==> src/include/bew_map.svh <==
// Offsets, field positions, reset values, codes and timing figures of the encrypted write interpreter
// Included by the package user; definitions only
`ifndef BEW_MAP_SVH
`define BEW_MAP_SVH
`define BEW_A_CMD        4'h0
`define BEW_A_CFG        4'h1
`define BEW_A_STAT       4'h2
`define BEW_A_MASK       4'h3
`define BEW_A_STATE      4'h4
`define BEW_A_RESP       4'h5
`define BEW_CFG_RST      9'h000
`define BEW_MASK_RST     4'h0
`define BEW_C_ENC_WR     3'h1
`define BEW_C_CERT       3'h2
`define BEW_C_LC_TR      3'h3
`define BEW_C_LC_RQ      3'h4
`define BEW_C_PL_TR      3'h5
`define BEW_C_SETUP      3'h6
`define BEW_B_START      8'h81
`define BEW_B_END        8'h03
`define BEW_B_ERR        8'hFF
`define BEW_B_LAST       8'h01
`define BEW_LEN_ERR      16'h0001
`define BEW_AR_PROT      2'h1
`define BEW_AR_PBP       2'h2
`define BEW_AR_EXT       2'h3
`define BEW_R_OK         8'h00
`define BEW_R_PKT        8'hC1
`define BEW_R_SUM        8'hC2
`define BEW_R_ACC        8'hC3
`define BEW_R_PROT       8'hDA
`define BEW_R_FACC       8'hE1
`define BEW_R_TMO        8'hEF
`define BEW_R_CANCEL     8'hFF
`define BEW_S_RESP       0
`define BEW_S_ERR        1
`define BEW_S_CANCEL     2
`define BEW_S_TMO        3
`define BEW_CLK_HZ       20000000
`define BEW_T_SETUP_MAIN_MS 137
`define BEW_T_SETUP_FAST_MS 2773
`define BEW_T_SETUP2_MS  82
`define BEW_T_RESP_S     3
`endif

==> src/include/bew_pkg.sv <==
// Types shared by the encrypted write interpreter
// Constants live in bew_map.svh
package bew_pkg;
  typedef struct packed {
    logic transition_pattern;
    logic internal_fast_oscillator;
    logic ext_alloc;
    logic driver_loaded;
    logic cert_pbp;
    logic lock_bit;
    logic permanent_block_protect;
    logic flash_protect_bit;
    logic boot_swap_flag;
  } bew_cfg_t;
  typedef struct packed {
    logic [1:0] area;
    logic [7:0] data;
  } bew_fwr_t;
  typedef enum logic [2:0] {BEW_IDLE, BEW_DATA, BEW_WAIT, BEW_SETUP1, BEW_SETUP2} bew_st_t;
  typedef enum logic [2:0] {BEW_P_START, BEW_P_LENH, BEW_P_LENL, BEW_P_CODE, BEW_P_DAT, BEW_P_SUM, BEW_P_END} bew_ph_t;
endpackage : bew_pkg

==> src/rtl/bew_top.sv <==
// Boot command interpreter: encrypted write acceptance, data packet parsing, cancel, response timing
// Assumes link bytes, engine strobes and register port are synchronous to clk
// Functional notes
// Refuse encrypted write under permanent block protection
// Refuse when swap flag and protect bit zero
// Locked protected area is never rewritten
// Host sends protected before protection data
// Certificate update refused when certificate area protected
// Host loads external driver before external access
// Unallocated external addresses are rejected, unguaranteed
// Acceptance failure leaves all device state unchanged
// Success may lock boot; decrypt fail lowers
// Error packet ends command, back to idle
// Error packet bytes 81 00 01 FF 00 03
// Read cancel uses same error packet
// Setup step one within 137/2773 ms
// Setup step two within 82 ms
// Lifecycle and protection commands answer within 3 s
// Missing end marker: packet error, top priority
`timescale 1ns/1ps
`include "bew_map.svh"
module bew_top #(
  parameter int unsigned SETUP_MAIN_CYC = `BEW_T_SETUP_MAIN_MS * (`BEW_CLK_HZ / 1000),
  parameter int unsigned SETUP_FAST_CYC = `BEW_T_SETUP_FAST_MS * (`BEW_CLK_HZ / 1000),
  parameter int unsigned SETUP2_CYC     = `BEW_T_SETUP2_MS * (`BEW_CLK_HZ / 1000),
  parameter int unsigned RESP_CYC       = `BEW_T_RESP_S * `BEW_CLK_HZ
) (
  // Clock and reset
  input  wire logic            clk,
  input  wire logic            nrst,
  // Register port
  input  wire logic [3:0]      addr,
  input  wire logic [15:0]     wdata,
  input  wire logic            wr,
  input  wire logic            rd,
  output logic      [15:0]     rdata,
  // Host link bytes and responses
  input  wire logic            rx_valid,
  input  wire logic [7:0]      rx_byte,
  output logic                 resp_valid,
  output logic      [7:0]      resp_code,
  // Flash write stream
  output logic                 fwr_valid,
  output bew_pkg::bew_fwr_t    fwr,
  // Engine strobes
  input  wire logic            eng_done,
  input  wire logic            decrypt_init_fail,
  input  wire logic            setup_step_done,
  // Device state and interrupt
  output logic                 locked_boot_state,
  output logic                 lowest_protection_level,
  output logic                 irq
);
  import bew_pkg::*;

  logic [1:0]  sync_r;
  logic        rst_n;
  bew_cfg_t    cfg_r;
  logic [3:0]  mask_r, stat_r;
  logic [15:0] rdata_r, len_r, cnt_r;
  bew_st_t     st_r, st_nxt;
  bew_ph_t     ph_r;
  logic [2:0]  cmd_r;
  logic [7:0]  sum_r, code_r, area_err_r, ev_code, resp_code_r;
  logic [1:0]  area_r;
  logic [31:0] tmr_r, lim;
  logic        first_r, fmt_bad_r, pbp_seen_r, dif_seen_r;
  logic        tmr_hit, timed, cmd_wr, ev_valid;
  logic        cancel_ev, tmo_ev, last_ev, start_ev;
  logic        resp_valid_r, fwr_valid_r, locked_r, prot_low_r;
  bew_fwr_t    fwr_r;

  // Release of the asynchronous reset is retimed so every flop on rst_n leaves reset on the same edge
  always_ff @(posedge clk or negedge nrst) begin
    if (!nrst) sync_r <= 2'b00;
    else sync_r <= {sync_r[0], 1'b1};
  end
  assign rst_n = sync_r[1];
  function automatic logic [7:0] area_check(input logic [1:0] ar, input bew_cfg_t c, input logic seen);
    logic [7:0] r;
    r = `BEW_R_OK;
    if (ar == `BEW_AR_PROT && (c.lock_bit || seen)) r = `BEW_R_PROT;
    if (ar == `BEW_AR_EXT && (!c.driver_loaded || !c.ext_alloc)) r = `BEW_R_FACC;
    return r;
  endfunction : area_check
  assign cmd_wr = wr && addr == `BEW_A_CMD;
  assign timed  = st_r == BEW_WAIT || st_r == BEW_SETUP1 || st_r == BEW_SETUP2;

  always_comb begin
    lim = RESP_CYC;
    if (st_r == BEW_SETUP1) lim = cfg_r.internal_fast_oscillator ? SETUP_FAST_CYC : SETUP_MAIN_CYC;
    if (st_r == BEW_SETUP2) lim = SETUP2_CYC;
  end
  // Compare is not exact so a limit lowered mid-phase still ends the phase
  assign tmr_hit = timed && tmr_r >= lim - 32'h1;

  // Decision of the next phase and of the response to send
  always_comb begin
    st_nxt    = st_r;
    ev_valid  = 1'b0;
    ev_code   = `BEW_R_OK;
    cancel_ev = 1'b0;
    tmo_ev    = 1'b0;
    last_ev   = 1'b0;
    start_ev  = 1'b0;
    unique case (st_r)
      BEW_IDLE: begin
        if (cmd_wr) begin
          start_ev = 1'b1;
          case (wdata[2:0])
            `BEW_C_ENC_WR: begin
              if (cfg_r.permanent_block_protect) begin
                ev_valid = 1'b1;
                ev_code  = `BEW_R_PROT;
              end else if (!cfg_r.boot_swap_flag && !cfg_r.flash_protect_bit) begin
                ev_valid = 1'b1;
                ev_code  = `BEW_R_PROT;
              end else st_nxt = BEW_DATA;
            end
            `BEW_C_CERT: begin
              if (cfg_r.cert_pbp) begin
                ev_valid = 1'b1;
                ev_code  = `BEW_R_PROT;
              end else st_nxt = BEW_DATA;
            end
            `BEW_C_LC_TR, `BEW_C_LC_RQ, `BEW_C_PL_TR: st_nxt = BEW_WAIT;
            `BEW_C_SETUP: st_nxt = BEW_SETUP1;
            default: begin
              ev_valid = 1'b1;
              ev_code  = `BEW_R_ACC;
            end
          endcase
        end
      end
      BEW_DATA: begin
        if (rx_valid && ph_r == BEW_P_END) begin
          ev_valid = 1'b1;
          st_nxt   = BEW_IDLE;
          if (rx_byte != `BEW_B_END) ev_code = `BEW_R_PKT;
          else if (sum_r != 8'h00) ev_code = `BEW_R_SUM;
          else if (fmt_bad_r) ev_code = `BEW_R_PKT;
          else if (code_r == `BEW_B_ERR && len_r == `BEW_LEN_ERR) begin
            ev_code   = `BEW_R_CANCEL;
            cancel_ev = 1'b1;
          end else if (area_err_r != `BEW_R_OK) ev_code = area_err_r;
          else if (code_r == `BEW_B_LAST) last_ev = 1'b1;
          else st_nxt = BEW_DATA;
        end
      end
      BEW_WAIT, BEW_SETUP2: begin
        if (eng_done && st_r == BEW_WAIT || setup_step_done && st_r == BEW_SETUP2) begin
          ev_valid = 1'b1;
          st_nxt   = BEW_IDLE;
        end else if (tmr_hit) begin
          ev_valid = 1'b1;
          ev_code  = `BEW_R_TMO;
          tmo_ev   = 1'b1;
          st_nxt   = BEW_IDLE;
        end
      end
      BEW_SETUP1: begin
        if (setup_step_done) st_nxt = BEW_SETUP2;
        else if (tmr_hit) begin
          ev_valid = 1'b1;
          ev_code  = `BEW_R_TMO;
          tmo_ev   = 1'b1;
          st_nxt   = BEW_IDLE;
        end
      end
    endcase
  end

  always_ff @(posedge clk or negedge rst_n) begin
    if (!rst_n) st_r <= BEW_IDLE;
    else st_r <= st_nxt;
  end

  always_ff @(posedge clk or negedge rst_n) begin
    if (!rst_n) cmd_r <= 3'h0;
    else if (start_ev) cmd_r <= wdata[2:0];
  end

  // Response timers restart on every phase change, so each step gets its own full limit
  always_ff @(posedge clk or negedge rst_n) begin
    if (!rst_n) tmr_r <= 32'h0;
    else if (!timed || st_nxt != st_r) tmr_r <= 32'h0;
    else tmr_r <= tmr_r + 32'h1;
  end

  // Packet parser; stray bytes before a start byte are dropped to resynchronise
  always_ff @(posedge clk or negedge rst_n) begin
    if (!rst_n) begin
      ph_r       <= BEW_P_START;
      len_r      <= 16'h0;
      cnt_r      <= 16'h0;
      sum_r      <= 8'h0;
      code_r     <= 8'h0;
      area_r     <= 2'h0;
      area_err_r <= `BEW_R_OK;
      first_r    <= 1'b0;
      fmt_bad_r  <= 1'b0;
    end else if (st_r != BEW_DATA) ph_r <= BEW_P_START;
    else if (rx_valid) begin
      unique case (ph_r)
        BEW_P_START: if (rx_byte == `BEW_B_START) begin
          ph_r       <= BEW_P_LENH;
          area_err_r <= `BEW_R_OK;
        end
        BEW_P_LENH: begin
          len_r[15:8] <= rx_byte;
          sum_r       <= rx_byte;
          ph_r        <= BEW_P_LENL;
        end
        BEW_P_LENL: begin
          len_r[7:0] <= rx_byte;
          sum_r      <= sum_r + rx_byte;
          ph_r       <= BEW_P_CODE;
        end
        BEW_P_CODE: begin
          code_r    <= rx_byte;
          sum_r     <= sum_r + rx_byte;
          fmt_bad_r <= len_r == 16'h0;
          cnt_r     <= len_r - 16'h1;
          first_r   <= 1'b1;
          ph_r      <= (len_r <= 16'h1) ? BEW_P_SUM : BEW_P_DAT;
        end
        BEW_P_DAT: begin
          sum_r   <= sum_r + rx_byte;
          first_r <= 1'b0;
          cnt_r   <= cnt_r - 16'h1;
          if (first_r) begin
            area_r     <= rx_byte[1:0];
            area_err_r <= area_check(rx_byte[1:0], cfg_r, pbp_seen_r);
          end
          if (cnt_r == 16'h1) ph_r <= BEW_P_SUM;
        end
        BEW_P_SUM: begin
          sum_r <= sum_r + rx_byte;
          ph_r  <= BEW_P_END;
        end
        BEW_P_END: ph_r <= BEW_P_START;
      endcase
    end
  end

  // Data reaches flash only after acceptance and only for an area that passed its check
  always_ff @(posedge clk or negedge rst_n) begin
    if (!rst_n) begin
      fwr_valid_r <= 1'b0;
      fwr_r       <= '0;
    end else begin
      fwr_valid_r <= st_r == BEW_DATA && rx_valid && ph_r == BEW_P_DAT && !first_r &&
                     area_err_r == `BEW_R_OK;
      if (rx_valid) fwr_r <= '{area: area_r, data: rx_byte};
    end
  end

  always_ff @(posedge clk or negedge rst_n) begin
    if (!rst_n) begin
      pbp_seen_r <= 1'b0;
      dif_seen_r <= 1'b0;
    end else if (start_ev) begin
      pbp_seen_r <= 1'b0;
      // A failure reported in the start cycle is kept: set wins over clear
      dif_seen_r <= decrypt_init_fail;
    end else begin
      if (st_r == BEW_DATA && rx_valid && ph_r == BEW_P_DAT && first_r && rx_byte[1:0] == `BEW_AR_PBP)
        pbp_seen_r <= 1'b1;
      if (decrypt_init_fail) dif_seen_r <= 1'b1;
    end
  end

  // Lifecycle and protection level change only on a completed encrypted write
  always_ff @(posedge clk or negedge rst_n) begin
    if (!rst_n) begin
      locked_r   <= 1'b0;
      prot_low_r <= 1'b0;
    end else if (last_ev && cmd_r == `BEW_C_ENC_WR) begin
      if (cfg_r.transition_pattern) locked_r <= 1'b1;
      if (dif_seen_r || decrypt_init_fail) prot_low_r <= 1'b1;
    end
  end

  always_ff @(posedge clk or negedge rst_n) begin
    if (!rst_n) begin
      resp_valid_r <= 1'b0;
      resp_code_r  <= `BEW_R_OK;
    end else begin
      resp_valid_r <= ev_valid;
      if (ev_valid) resp_code_r <= ev_code;
    end
  end

  always_ff @(posedge clk or negedge rst_n) begin
    if (!rst_n) begin
      cfg_r  <= `BEW_CFG_RST;
      mask_r <= `BEW_MASK_RST;
    end else if (wr) begin
      if (addr == `BEW_A_CFG) cfg_r <= wdata[8:0];
      if (addr == `BEW_A_MASK) mask_r <= wdata[3:0];
    end
  end

  // A read clears status, but an event in the same cycle survives
  always_ff @(posedge clk or negedge rst_n) begin
    if (!rst_n) stat_r <= 4'h0;
    else begin
      stat_r <= (rd && addr == `BEW_A_STAT) ? 4'h0 : stat_r;
      if (ev_valid) stat_r[`BEW_S_RESP] <= 1'b1;
      if (ev_valid && ev_code != `BEW_R_OK) stat_r[`BEW_S_ERR] <= 1'b1;
      if (cancel_ev) stat_r[`BEW_S_CANCEL] <= 1'b1;
      if (tmo_ev) stat_r[`BEW_S_TMO] <= 1'b1;
    end
  end

  always_ff @(posedge clk or negedge rst_n) begin
    if (!rst_n) rdata_r <= 16'h0;
    else if (rd) begin
      unique case (addr)
        `BEW_A_CFG:   rdata_r <= {7'h0, cfg_r};
        `BEW_A_STAT:  rdata_r <= {12'h0, stat_r};
        `BEW_A_MASK:  rdata_r <= {12'h0, mask_r};
        `BEW_A_STATE: rdata_r <= {6'h0, prot_low_r, locked_r, 1'b0, ph_r, 1'b0, st_r};
        `BEW_A_RESP:  rdata_r <= {8'h0, resp_code_r};
        default:      rdata_r <= 16'h0;
      endcase
    end else rdata_r <= 16'h0;
  end

  assign rdata                   = rdata_r;
  assign resp_valid              = resp_valid_r;
  assign resp_code               = resp_code_r;
  assign fwr_valid               = fwr_valid_r;
  assign fwr                     = fwr_r;
  assign locked_boot_state       = locked_r;
  assign lowest_protection_level = prot_low_r;
  assign irq                     = |(stat_r & mask_r);

  logic enc_go;
  assign enc_go = st_r == BEW_IDLE && cmd_wr && wdata[2:0] == `BEW_C_ENC_WR;
endmodule : bew_top

==> config.mk <==
export PLATFORM = sky130hd
export DESIGN_NAME = bew_top
export DESIGN_NICKNAME = d
export VERILOG_FILES = /design/src/include/bew_pkg.sv /design/src/rtl/bew_top.sv
export VERILOG_INCLUDE_DIRS = /design/src /design/src/include
export SDC_FILE = /design/constraint.sdc
export NUM_CORES = 1
export LEC_CHECK = 0
export ABC_AREA = 1
export ABC_CLOCK_PERIOD_IN_PS = 7700
export BUFFER_PORTS_ARGS = -buffer_cell sky130_fd_sc_hd__buf_2
export CAP_MARGIN = 10
export CORE_UTILIZATION = 41
export DETAILED_ROUTE_END_ITERATION = 8
export PLACE_DENSITY = 0.68
export SLEW_MARGIN = 20
export SYNTH_ARGS = -nofsm -noshare
export SYNTH_HDL_FRONTEND = slang
export SYNTH_SLANG_ARGS = --single-unit
==> constraint.sdc <==
create_clock -name clk -period 7.7 [get_ports clk]
set_input_delay 1.54 -clock clk [delete_from_list [all_inputs] [get_ports clk]]
set_output_delay 1.54 -clock clk [all_outputs]
set_load 0.005 [all_outputs]
==> qor.txt <==
==========================================================================================
Outcome ..................................................................... finished, final reports clean
Design internal power .......................................................      1.48 mW
Root Driver ................................................................. sky130_fd_sc_hd__clkbuf_16
Combinational group share of total power ....................................        17.1%
Global-route wire length before repair ......................................     35700 µm
Number of pins exceeding their max-slew limit in the final report ...........            0
Total of cells resized after clock tree synthesis ...........................            0
Number of storage elements in the synthesis netlist .........................          148
Most congested layer reported by global routing .............................         met2
Time the final worst path needs with I/O delays and setup ...................      3.53 ns
Hold WC Path Type ...........................................................      reg2reg
Die Span Y ..................................................................       147 µm
Peak Freq ...................................................................      283 MHz
Crit-path cells ............................................................. buf_2 > inv_1 > nor2_4 > nand3_1 > nand2_2 > inv_2 > a31oi_1 > o21ai_1 > o21ai_0
Largest area contributor in the synthesized netlist ......................... sky130_fd_sc_hd__dfrtp_1
Overall Global Routing Usage ................................................        20.6%
Routability cong. ...........................................................        0.875
Final clock skew ............................................................    0.0127 ns
Most frequently used cell type in the post-synthesis netlist ................ sky130_fd_sc_hd__nand2_1
Fraction of power consumed by the clock network .............................        41.8%
Final core area utilization .................................................        48.2%
Number of DRC markers after the initial detailed-route iteration ............          452
Die span in x ...............................................................       147 µm
Signed area change from the synthesized netlist to the final layout .........        14.1%
Startpoint of the most critical setup path ..................................     rx_valid
Met3 GRT Util ...............................................................        3.79%
Final setup violating endpoints .............................................            0
Count of flip-flops with a built-in enable after synthesis ..................            0
Capture point of the worst reg-to-reg path ..................................      st_r[0]
Post-synthesis area per instance ............................................     7.76 µm²
WL/cell .....................................................................      14.5 µm
Power per unit of standard cell area ........................................   220 mW/mm²
Standard cell core area .....................................................   0.0205 mm²
Fraction of the yosys area taken by sequential cells ........................        42.8%
Final layout net count ......................................................         1260
Number of buffers inserted to repair setup after CTS ........................            0
Normalized max-slew margin ..................................................        42.1%
CTS Buffer Depth ............................................................            2
Critical path arrival .......................................................      3.88 ns
Number of clock sinks .......................................................          148
Rows ........................................................................           52
Number of DRC violations after detailed routing .............................            0
Fraction of met2 tracks used by global routing ..............................        34.8%
Biggest cell delay along the critical path ..................................      0.57 ns
RSZ-0062 raised after global routing ........................................        false
GR met1 Demand/Resource .....................................................        26.8%
Share of synthesized flip-flops with an asynchronous set or reset ...........         100%
Number of warning messages in the yosys log .................................            0
Fraction of post-synthesis cell area in the top cell type by area ...........        42.8%
Number of CTS-inserted buffers ..............................................           17
R2r worst-path depth ........................................................           20
Pleak .......................................................................      4.90 nW
Critical path capture point .................................................     cnt_r[9]
Total Power Consumption .....................................................      2.17 mW
Hold_buf cts ................................................................            0
TritonRoute pass-1 iters ....................................................            5
Drt via density .............................................................         5.19
DIE AREA ....................................................................   0.0217 mm²
Initial core utilization ....................................................        42.3%
Internal reg-to-reg setup slack .............................................      4.80 ns
Slew @ Worst Pin ............................................................     0.869 ns
Distinct cell type count of the synthesized netlist .........................           52
Worst setup SP type .........................................................   input port
H-tree level count ..........................................................            4
Most used flip-flop cell after synthesis .................................... sky130_fd_sc_hd__dfrtp_1
Number of antenna violations at the first check in global routing ...........            0
Vias ........................................................................         7627
Setup CP Type ...............................................................       in2reg
IR drop worst, VDD ..........................................................     0.171 mV
Area of the mapped netlist ..................................................  0.00866 mm²
Reg2reg start ...............................................................      st_r[2]
Number of nets still failing antenna checks after routing ...................            0
Switch share ................................................................        31.9%
Via count of the first global-routing pass ..................................         7375
Critical Path Slowest Stage Cell ............................................ sky130_fd_sc_hd__nand2_2
Required time of the critical path ..........................................      8.05 ns
Count of final hold-check violations ........................................            0
Post-route insts no fill ....................................................         1469
Register share of total power ...............................................        41.1%
Crit. End Element ...........................................................    flip-flop
Number of ports placed on the die boundary ..................................           75
Max_cap viols ...............................................................            0
Most frequent cells after synthesis ......................................... 263 x sky130_fd_sc_hd__nand2_1, 148 x sky130_fd_sc_hd__dfrtp_1, 135 x sky130_fd_sc_hd__inv_1, 112 x sky130_fd_sc_hd__nor2_1, 95 x sky130_fd_sc_hd__o21ai_0
Post-Synthesis Cells ........................................................         1116
Share of the clock period used by the worst path after layout ...............        45.9%
IO Port Bufs ................................................................           61
Leading cell types by total area after synthesis ............................ sky130_fd_sc_hd__dfrtp_1 43%, sky130_fd_sc_hd__nand2_1 11%, sky130_fd_sc_hd__inv_1 5.9%
Clock tree from TritonCTS ...................................................        built
Sw Pwr ......................................................................       693 µW
Placed insts ................................................................         1437
Crit Path Max Fanout ........................................................           25
Setup Total Neg Slack .......................................................         0 ns
Diode insertion count for antenna repair ....................................            0
Clock edge transition at the registers on the reported setup and hold paths .      0.07 ns
Pin count of the biggest net entering global routing ........................           83
Total congestion overflow ...................................................            0
Clk_lat worst skew ..........................................................      0.44 ns
Post-DP HPWL ................................................................     15500 µm
Overall routed net length ...................................................     21300 µm
Layout cells sized above 1 ..................................................        12.7%
==========================================================================================
==> sequential cells by signal, indices dropped and copies added (netlist names), 2 cells and up <==
| signal | count |
|---|---|
| area_err_r | 3 |
| area_r | 2 |
| cfg_r | 9 |
| cmd_r | 3 |
| cnt_r | 16 |
| code_r | 8 |
| fwr | 10 |
| len_r | 16 |
| mask_r | 4 |
| ph_r | 3 |
| rdata | 10 |
| resp_code | 7 |
| st_r | 3 |
| stat_r | 4 |
| sum_r | 8 |
| sync_r | 2 |
| tmr_r | 32 |
==> cell families after synthesis <==
kind of cell             Yosys count  synth area share, %
AND/OR/NAND/NOR                  539                 28.5
AO/OA/AOI/OAI                    187                 12.1
buffers and inverters            172                 7.92
flip-flops                       148                 42.8
adder cells (fa/ha/maj)           38                 5.58
XOR/XNOR                          30                 3.03
other                              2               0.0867
==> power by group through the flow <==
stage / logic [mW] / registers (mW) / clock network, mW
6_report: 0.371 / 0.891 / 0.907
5_1_grt: 0.415 / 0.899 / 0.954
4_1_cts: 0.374 / 0.891 / 0.922
3_5_place_dp: 0.370 / 0.904 / 0
3_3_place_gp: 0.360 / 0.904 / 0
2_1_floorplan: 0.270 / 0.892 / 0
==> cells in the final DEF, fill, tap and decap left out, types with 11 or more instances in the layout <==
| cell | synthesis | routed |
|---|---|---|
| sky130_fd_sc_hd__xnor2_1 | 11 | 11 |
| sky130_fd_sc_hd__nor3_1 | 30 | 30 |
| sky130_fd_sc_hd__xor2_1 | 19 | 19 |
| sky130_fd_sc_hd__o21ai_0 | 95 | 95 |
| sky130_fd_sc_hd__o211ai_1 | 11 | 11 |
| sky130_fd_sc_hd__nand2_1 | 263 | 263 |
| sky130_fd_sc_hd__nand4_1 | 24 | 24 |
| sky130_fd_sc_hd__clkbuf_16 | 0 | 17 |
| sky130_fd_sc_hd__dfrtp_1 | 148 | 147 |
| sky130_fd_sc_hd__nor2_1 | 112 | 112 |
| sky130_fd_sc_hd__buf_2 | 8 | 61 |
| sky130_fd_sc_hd__ha_1 | 37 | 37 |
| sky130_fd_sc_hd__a21oi_1 | 42 | 42 |
| sky130_fd_sc_hd__inv_1 | 135 | 135 |
| sky130_fd_sc_hd__inv_2 | 12 | 12 |
| sky130_fd_sc_hd__nand3_1 | 57 | 57 |
| sky130_fd_sc_hd__conb_1 | 2 | 13 |
==> worst max-delay path: cells and delay by family <==
kind	cells	cell delay (ns)
compound gates	3	0.39
buf+inv	3	0.55
simple gates	3	1.38
==> layer usage <==
metal	vias to the layer above	part of all wire (%)
met5	-	0
met3	25	4.1
met2	177	49
met4	0	1.6
met1	3632	46
li1	3793	-
==> stage by stage <==
stage | hold slack [ns] | setup slack (ns) | instance area [µm²]
detailed placement | 0.345 | 3.72 | 9240
finish | 0.360 | 4.17 | 9880
CTS | 0.363 | 4.17 | 9880
global placement | 0.338 | 3.78 | 9240
global route | 0.372 | 3.82 | 9880
floorplan | 0.331 | 3.27 | 8700
==> layout make-up <==
cell class	instances	area [µm²]
Inverter	148	556
Clock buffer	17	425
Tap cell	270	338
Multi-Input combinational cell	807	4310
Clock inverter	15	209
Fill cell	1994	10600
Timing Repair Buffer	64	332
Sequential cell	148	3710
==> how the worst min path moves through the flow <==
stage	startpoint	end	slack (ns)	cells after the start
finish	sync_r[0]	sync_r[1]	0.36	0
global route	sync_r[0]	sync_r[1]	0.37	0
CTS	sync_r[0]	sync_r[1]	0.36	0
detailed placement	sync_r[0]	sync_r[1]	0.35	0
global placement	sync_r[0]	sync_r[1]	0.34	0
floorplan	sync_r[0]	sync_r[1]	0.33	0
Power figures use the tool's default switching activity.
